File: config.mk
export PLATFORM = sky130hd
export DESIGN_NAME = dsl_serial_port
export DESIGN_NICKNAME = d
export VERILOG_FILES = /design/src/dsl_pkg.sv /design/src/dsl_sync2.sv /design/src/dsl_serial_port.sv
export SDC_FILE = /design/constraint.sdc
export NUM_CORES = 1
export LEC_CHECK = 0
export ABC_AREA = 1
export ABC_CLOCK_PERIOD_IN_PS = 2200
export BUFFER_PORTS_ARGS = -buffer_cell sky130_fd_sc_hd__clkbuf_2
export CORE_ASPECT_RATIO = 1.4
export CORE_MARGIN = 3
export CORE_UTILIZATION = 53
export CTS_CLUSTER_DIAMETER = 80
export DETAILED_ROUTE_END_ITERATION = 10
export PLACE_DENSITY = 0.79
export SYNTH_ARGS = -nofsm -noshare
export SYNTH_HDL_FRONTEND = slang
export SYNTH_SLANG_ARGS = --single-unit
File: constraint.sdc
create_clock -name CLK_IN -period 2.2 [get_ports CLK_IN]
set_input_delay 0.22 -clock CLK_IN [delete_from_list [all_inputs] [get_ports CLK_IN]]
set_output_delay 0.22 -clock CLK_IN [all_outputs]
set_load 0.03 [all_outputs]
File: src/dsl_pkg.sv
`default_nettype none
package dsl_pkg;

   // frame layout, most significant bit first
   localparam int unsigned FRAME_BITS   = 16;
   localparam logic [3:0]  LAST_BIT_CNT = 4'hF;
   localparam int unsigned BIT_CHAN     = 15;
   localparam int unsigned BIT_REFBUF   = 14;
   localparam int unsigned BIT_MODE_HI  = 13;
   localparam int unsigned BIT_MODE_LO  = 12;
   localparam int unsigned CODE_W       = 12;

   // resolution variants held in the control register
   localparam logic [1:0]  RES_12       = 2'h0;
   localparam logic [1:0]  RES_10       = 2'h1;
   localparam logic [1:0]  RES_8        = 2'h2;
   localparam logic [11:0] MASK_12      = 12'hFFF;
   localparam logic [11:0] MASK_10      = 12'hFFC;
   localparam logic [11:0] MASK_8       = 12'hFF0;
   localparam logic [1:0]  CTRL_RST     = 2'h0;

   // register byte addresses
   localparam logic [7:0]  OFF_CTRL     = 8'h00;
   localparam logic [7:0]  OFF_IN_A     = 8'h04;
   localparam logic [7:0]  OFF_IN_B     = 8'h08;
   localparam logic [7:0]  OFF_OUT_A    = 8'h0C;
   localparam logic [7:0]  OFF_OUT_B    = 8'h10;
   localparam logic [7:0]  OFF_STATUS   = 8'h14;
   localparam logic [2:0]  HSIZE_WORD   = 3'h2;

   typedef enum logic [1:0] {
      ST_IDLE  = 2'b00,
      ST_SHIFT = 2'b01,
      ST_DONE  = 2'b10
   } dsl_state_e;

   typedef struct packed {
      logic        refbuf;
      logic        output_off_mode_hi;
      logic        output_off_mode_lo;
      logic [11:0] code;
   } dsl_chan_s;

   typedef struct packed {
      logic sync_n;
      logic sclk;
      logic din;
      logic load_outputs_n;
   } dsl_pins_s;

   localparam dsl_chan_s CHAN_RST = '0;
   localparam dsl_pins_s PINS_IDLE = 4'hF;

endpackage
`default_nettype wire

File: src/dsl_sync2.sv
`timescale 1ns/1ps
`default_nettype none
module dsl_sync2
   import dsl_pkg::*;
   (
   input  wire logic      clk_in,      // sampling clock
   input  wire logic      rst_n_in,    // synchronous reset, low active
   input  wire dsl_pins_s d_in,        // raw pins
   output var  dsl_pins_s q_out        // pins after two flops
   );

   dsl_pins_s meta;
   dsl_pins_s next_meta;
   dsl_pins_s next_q;

   always_comb begin
      next_meta = d_in;
      next_q    = meta;
   end

   // meta feeds only the second stage
   always_ff @(posedge clk_in) begin
      if (!rst_n_in) begin
         meta  <= PINS_IDLE;
         q_out <= PINS_IDLE;
      end else begin
         meta  <= next_meta;
         q_out <= next_q;
      end
   end

endmodule
`default_nettype wire

File: src/dsl_serial_port.sv
// Register access over AHB-Lite and the register addresses were left to the implementer.
`timescale 1ns/1ps
`default_nettype none
module dsl_serial_port
   import dsl_pkg::*;
   (
   input  wire logic        CLK_IN,            // 20 MHz system clock
   input  wire logic        RST_N_IN,          // sync reset, low active
   input  wire logic        SYNC_N_IN,         // frame select pin
   input  wire logic        SCLK_IN,           // serial clock pin
   input  wire logic        DIN_IN,            // serial data pin
   input  wire logic        LOAD_OUTPUTS_N_IN, // output load pin
   input  wire logic        HSEL_IN,           // ahb select
   input  wire logic [31:0] HADDR_IN,          // ahb address
   input  wire logic [1:0]  HTRANS_IN,         // ahb transfer type
   input  wire logic        HWRITE_IN,         // ahb write
   input  wire logic [2:0]  HSIZE_IN,          // ahb size
   input  wire logic [31:0] HWDATA_IN,         // ahb write data
   input  wire logic        HREADY_IN,         // ahb bus ready
   output logic             HREADYOUT_OUT,     // ahb slave ready
   output logic             HRESP_OUT,         // ahb response
   output logic [31:0]      HRDATA_OUT,        // ahb read data
   output logic [11:0]      DAC_A_CODE_OUT,    // channel a output code
   output logic [11:0]      DAC_B_CODE_OUT,    // channel b output code
   output logic [1:0]       REF_BUF_OUT,       // bit0 a, bit1 b buffered
   output logic [1:0]       OFF_MODE_A_OUT,    // channel a mode bits
   output logic [1:0]       OFF_MODE_B_OUT,    // channel b mode bits
   output logic             LINK_BUF_EN_OUT    // serial buffers powered
   );

   dsl_pins_s  raw;
   dsl_pins_s  pin;
   dsl_state_e state, next_state;
   logic [3:0] cnt, next_cnt;
   logic [14:0] shreg, next_shreg;
   dsl_chan_s  in_a, in_b, out_a, out_b;
   dsl_chan_s  next_in_a, next_in_b, next_out_a, next_out_b;
   logic [1:0] pend, next_pend;
   logic [1:0] ctrl_res, next_ctrl_res;
   logic       prev_sync_n, prev_sclk;
   logic       sync_fall, sync_rise, sclk_fall, load_low;
   logic       frame_done;
   logic [15:0] word;
   logic       dp_wr, next_dp_wr;
   logic [7:0] dp_addr, next_dp_addr;
   logic [31:0] next_hrdata;
   logic       addr_ok;

   function automatic dsl_chan_s chan_from_word(input logic [15:0] w,
                                                input logic [1:0]  res);
      dsl_chan_s c;
      logic [11:0] m;
      m = MASK_12;
      if (res == RES_10) begin
         m = MASK_10;
      end else if (res == RES_8) begin
         m = MASK_8;
      end
      c.refbuf             = w[BIT_REFBUF];
      c.output_off_mode_hi = w[BIT_MODE_HI];
      c.output_off_mode_lo = w[BIT_MODE_LO];
      c.code               = w[CODE_W-1:0] & m;
      return c;
   endfunction

   assign raw.sync_n         = SYNC_N_IN;
   assign raw.sclk           = SCLK_IN;
   assign raw.din            = DIN_IN;
   assign raw.load_outputs_n = LOAD_OUTPUTS_N_IN;

   dsl_sync2 u_sync (
      .clk_in   (CLK_IN),
      .rst_n_in (RST_N_IN),
      .d_in     (raw),
      .q_out    (pin)
   );

   assign sync_fall = prev_sync_n & ~pin.sync_n;
   assign sync_rise = ~prev_sync_n & pin.sync_n;
   assign sclk_fall = prev_sclk & ~pin.sclk;
   assign load_low  = ~pin.load_outputs_n;
   assign word      = {shreg, pin.din};

   always_comb begin
      next_state = state;
      next_cnt   = cnt;
      next_shreg = shreg;
      next_in_a  = in_a;
      next_in_b  = in_b;
      next_out_a = out_a;
      next_out_b = out_b;
      next_pend  = pend;
      frame_done = 1'b0;
      case (state)
         ST_IDLE: begin
            if (sync_fall) begin
               next_state = ST_SHIFT;
               next_cnt   = 4'h0;
            end
         end
         ST_SHIFT: begin
            if (sclk_fall && cnt == LAST_BIT_CNT) begin
               frame_done = 1'b1;
               next_state = ST_DONE;
            end else if (sync_rise) begin
               next_state = ST_IDLE;
            end else if (sclk_fall) begin
               next_shreg = word[14:0];
               next_cnt   = cnt + 4'h1;
            end
         end
         ST_DONE: begin
            // edges ignored until select goes high again
            if (sync_rise) begin
               next_state = ST_IDLE;
            end
         end
         default: begin
            next_state = ST_IDLE;
         end
      endcase
      // level only: serial activity has no say here
      if (load_low) begin
         next_out_a = in_a;
         next_out_b = in_b;
         next_pend  = 2'b00;
      end
      // set after clear so a new frame is never lost
      if (frame_done) begin
         if (word[BIT_CHAN]) begin
            next_in_b = chan_from_word(word, ctrl_res);
            next_pend[1] = 1'b1;
         end else begin
            next_in_a = chan_from_word(word, ctrl_res);
            next_pend[0] = 1'b1;
         end
      end
   end

   always_ff @(posedge CLK_IN) begin
      if (!RST_N_IN) begin
         state       <= ST_IDLE;
         cnt         <= 4'h0;
         shreg       <= 15'h0000;
         in_a        <= CHAN_RST;
         in_b        <= CHAN_RST;
         out_a       <= CHAN_RST;
         out_b       <= CHAN_RST;
         pend        <= 2'b00;
         prev_sync_n <= 1'b1;
         prev_sclk   <= 1'b1;
      end else begin
         state       <= next_state;
         cnt         <= next_cnt;
         shreg       <= next_shreg;
         in_a        <= next_in_a;
         in_b        <= next_in_b;
         out_a       <= next_out_a;
         out_b       <= next_out_b;
         pend        <= next_pend;
         prev_sync_n <= pin.sync_n;
         prev_sclk   <= pin.sclk;
      end
   end

   assign DAC_A_CODE_OUT  = out_a.code;
   assign DAC_B_CODE_OUT  = out_b.code;
   assign REF_BUF_OUT     = {out_b.refbuf, out_a.refbuf};
   assign OFF_MODE_A_OUT  = {out_a.output_off_mode_hi, out_a.output_off_mode_lo};
   assign OFF_MODE_B_OUT  = {out_b.output_off_mode_hi, out_b.output_off_mode_lo};
   assign LINK_BUF_EN_OUT = (state == ST_SHIFT);

   // ahb-lite slave, zero wait states, always OKAY
   assign addr_ok       = HSEL_IN & HTRANS_IN[1] & HREADY_IN;
   assign HREADYOUT_OUT = 1'b1;
   assign HRESP_OUT     = 1'b0;

   always_comb begin
      next_dp_wr    = addr_ok & HWRITE_IN & (HSIZE_IN == HSIZE_WORD);
      next_dp_addr  = HADDR_IN[7:0];
      next_ctrl_res = ctrl_res;
      next_hrdata   = HRDATA_OUT;
      if (dp_wr && dp_addr == OFF_CTRL) begin
         next_ctrl_res = HWDATA_IN[1:0];
      end
      // next values used so a read right after a write sees it
      if (addr_ok && !HWRITE_IN) begin
         if (HADDR_IN[7:0] == OFF_CTRL) begin
            next_hrdata = {30'h0, next_ctrl_res};
         end else if (HADDR_IN[7:0] == OFF_IN_A) begin
            next_hrdata = {17'h0, next_in_a};
         end else if (HADDR_IN[7:0] == OFF_IN_B) begin
            next_hrdata = {17'h0, next_in_b};
         end else if (HADDR_IN[7:0] == OFF_OUT_A) begin
            next_hrdata = {17'h0, next_out_a};
         end else if (HADDR_IN[7:0] == OFF_OUT_B) begin
            next_hrdata = {17'h0, next_out_b};
         end else if (HADDR_IN[7:0] == OFF_STATUS) begin
            next_hrdata = {24'h0, next_pend, next_state, next_cnt};
         end else begin
            next_hrdata = 32'h0;
         end
      end
   end

   always_ff @(posedge CLK_IN) begin
      if (!RST_N_IN) begin
         dp_wr      <= 1'b0;
         dp_addr    <= 8'h00;
         ctrl_res   <= CTRL_RST;
         HRDATA_OUT <= 32'h0;
      end else begin
         dp_wr      <= next_dp_wr;
         dp_addr    <= next_dp_addr;
         ctrl_res   <= next_ctrl_res;
         HRDATA_OUT <= next_hrdata;
      end
   end
endmodule
`default_nettype wire

==> summary.txt <==
Synth
  – Synth warn: 0
  – Synthesized flop and latch total: 119
  – Syn_area_per_cell: 7.28 um^2
  – Post-synthesis cell area: ~5300 um^2
  – Sequential fraction of the synthesis area: 0.448
  – Synth Instances: 731
  – Yosys cell types: 38

Global routing
  – First-pass GRT wire length: 23.3 mm
  – Initial antenna violation count: 0
  – Tot GR Track Use: 0.255
  – Vias in the first global route: a little under 5000
  – Largest net degree at the start of global routing: 39
  – Grt ovf: 0

Power and ir drop
  – Power per cell area: 817 nW/um^2
  – P_leak: just under 3 nW
  – Peak VDD IR: 0.000579 V

STA
  – Achievable Freq: roughly 490 MHz
  – Final Cycle Share: 0.923
  – WHS: 0.0309 ns
  – Min cycle time layout: between 2 and 2.5 ns
  – Least-Margin Pin Slew: 0.666 ns
  – Slew Limit Fails: 0
  – Slew HR: 0.556
  – Clock Skews: 0.00559 ns
  – Final setup TNS: 0 ns
  – Final hold viol count: 0
  – RSZ-0062 raised after global routing: false
  – Setup violators final: 0

Place
  – DP Area: 5740 um^2
  – Detailed Place HPWL: 9.46 mm
  – Gpl congestion: approximately 0.87
  – IO buf count: 68

Die
  – Die height: 125 um
  – Ports: 143
  – DIE WIDTH: 90.7 um
  – Starting Density: 0.553
  – Core area: 9620 um^2
  – Die area: 11300 um^2
  – Rows: 42

Detailed routing
  – Vias: 4996
  – Final wirelength: approximately 14 mm
  – Final antenna-violating net count: 0
  – Routed wire per std cell: 14.6 um
  – DR iter-0 viols: 550
  – Via density: 5.23
  – DRC viols: 0
  – First-pass detailed-route iteration total: 8

Finish
  – Commonest cells after routing, fill and taps aside: nand2_1, dfxtp_1, nor2_1
  – Layout cells sized above 1: 0.187
  – Multi-input gate area: 2370 um^2
  – Core Util, Final: 0.669
  – Area occupied by registers: 2380 um^2
  – Nets: 892
  – Final Cell Area: approximately 6400 um^2
  – Area Growth Syn to Fin: 21.0%
  – Ant. Diodes: 0
  – # fillers: 799
  – Leading cell type in the layout, fill and taps excluded: nand2_1

Setup path
  – Worst path max stage delay: about 0.37 ns
  – Slowest-stage cell, CP: dfxtp_1
  – Delay-heaviest family, CP: simple AND/OR/NAND/NOR gates
  – Kind of critical path: flop to flop
  – Worst setup SP type: flop
  – CP endpoint kind: flop
  – CP bufs+invs: 1
  – Peak fanout along the critical path: 10
  – Critical path data required time: 2.50 ns
  – Worst EP arrival: 2.33 ns
  – Top cell by count, worst path: nand2_1
  – CP Cell Sequence: ha_2 -> nand3_4 -> nor2_8 -> nand3_4 -> or2_2 -> o21ai_0 -> inv_1 -> nand2_1 -> nand2_1 -> nand2_1 -> a21oi_1

Clocking
  – Clock sinks: 119
  – CTS Buffer Depth: 2
  – Clock-pin slew on the worst setup and hold paths: 0.05 ns
  – Htree depth: 4
  – Worst-skew pair later-pin latency: 0.42 ns
  – Num CTS Buffers: 17
  – Root Buffer: clkbuf_16
  – CTS tree: built

Job
  – Max Cap Viol: 0

Worst hold path
  – Hold WC Path Type: input port to flop

Status
  – Status: complete, no violations
[per-stage QoR]
stage                     total power [W]  worst slack (ns)  std cells
after floorplan                   0.00246             0.513        748
after detailed placement          0.00252             0.160        916
after global routing              0.00540            0.0199        956
final                             0.00526             0.170        956
after global placement            0.00251             0.201        916
after CTS                         0.00527             0.125        954
[metal layers]
metal / routed length [um] / track usage / up-vias
met3: 1120 / 0.0822 / 50
met5: 0 / 0 / -
li1: - / - / 2435
met2: 6750 / 0.417 / 211
met4: 547 / 0.135 / 0
met1: 5580 / 0.295 / 2300
[power by group]
part           leakage [nW]  internal (W)  switching [W]
logic                  1.68     0.0000840       0.000196
clock network         0.292       0.00182       0.000949
registers             0.964       0.00219      0.0000210
[worst reg2reg max path: stages (launching register included)]
cell and delay (ns):
dfxtp_1 0.37, ha_2 0.24, nand3_4 0.12, nor2_8 0.17, nand3_4 0.19, or2_2 0.33
o21ai_0 0.11, inv_1 0.09, nand2_1 0.07, nand2_1 0.09, nand2_1 0.08, a21oi_1 0.06
[cell families after synthesis]
| group | after synthesis | share of synthesized area |
|---|---|---|
| compound gates | 124 | 0.124 |
| fa+ha+maj | 2 | 0.00470 |
| buf+inv | 137 | 0.118 |
| flops | 119 | 0.448 |
| mux | 10 | 0.0188 |
| other cells | 2 | 0.00141 |
| simple gates | 337 | 0.284 |
[synth_stat cells (all sizes together)]
| cell | number | share of area |
|---|---|---|
| clkinv | 2 | 0.0024 |
| nand4 | 6 | 0.0071 |
| clkbuf | 16 | 0.012 |
| dlymetal6s2s | 1 | 0.0024 |
| a21oi | 50 | 0.048 |
| o211ai | 7 | 0.0099 |
| dfxtp | 119 | 0.45 |
| nor3 | 7 | 0.012 |
| ha | 2 | 0.0047 |
| nand3b | 8 | 0.011 |
| nor2 | 112 | 0.084 |
| o21a | 2 | 0.0028 |
| and2 | 2 | 0.0024 |
| conb | 2 | 0.0014 |
| mux2i | 10 | 0.019 |
| buf | 31 | 0.040 |
| o21ai | 65 | 0.064 |
| inv | 87 | 0.061 |
| nor4b | 1 | 0.0016 |
| nand2 | 151 | 0.11 |
| nor2b | 1 | 0.0012 |
| nand3 | 26 | 0.032 |
| or2 | 23 | 0.027 |
[timing repair]
action                                  in CTS  in global routing
endpoints found under the setup margin       0                  6
hold buffers                                 7                  0
setup buffers                                0                  2
hold endpoints to repair                     7                  0
resized for setup                            0                  4
[final timing paths]
path | startpoint | endpoint | slack (ns) | cells past startpoint
worst max-delay path | cnt[0]$_SDFF_PN0_ | HRDATA_OUT[9]$_SDFFE_PN0P_ | 0.17 | 11
worst min register to register | u_sync.meta[1]$_SDFF_PN1_ | u_sync.q_out[1]$_SDFF_PN1_ | 0.41 | 1
worst min-delay path | HADDR_IN[1] | dp_addr[1]$_SDFF_PN0_ | 0.03 | 3
worst max register to register | cnt[0]$_SDFF_PN0_ | HRDATA_OUT[9]$_SDFFE_PN0P_ | 0.17 | 11
[registers in the layout, summed over array words and instances, names as in the netlist, 2 cells and up]
register / count
pend: 2
HRDATA_OUT: 15
cnt: 4
state: 2
in_b: 15
in_a: 15
dp_addr: 8
OFF_MODE_A_OUT: 2
u_sync.q_out: 4
shreg: 15
u_sync.meta: 4
OFF_MODE_B_OUT: 2
ctrl_res: 2
DAC_B_CODE_OUT: 12
REF_BUF_OUT: 2
DAC_A_CODE_OUT: 12
[cell type report]
class | count | share of cell area
well taps | 132 | 0.0257
multi-input cells | 492 | 0.369
flip-flops and latches | 119 | 0.370
inverters | 89 | 0.0531
repair buffers | 93 | 0.0906
clock buffers | 21 | 0.0716
clock inverters | 10 | 0.0198
Power figures use the tool's default switching activity.
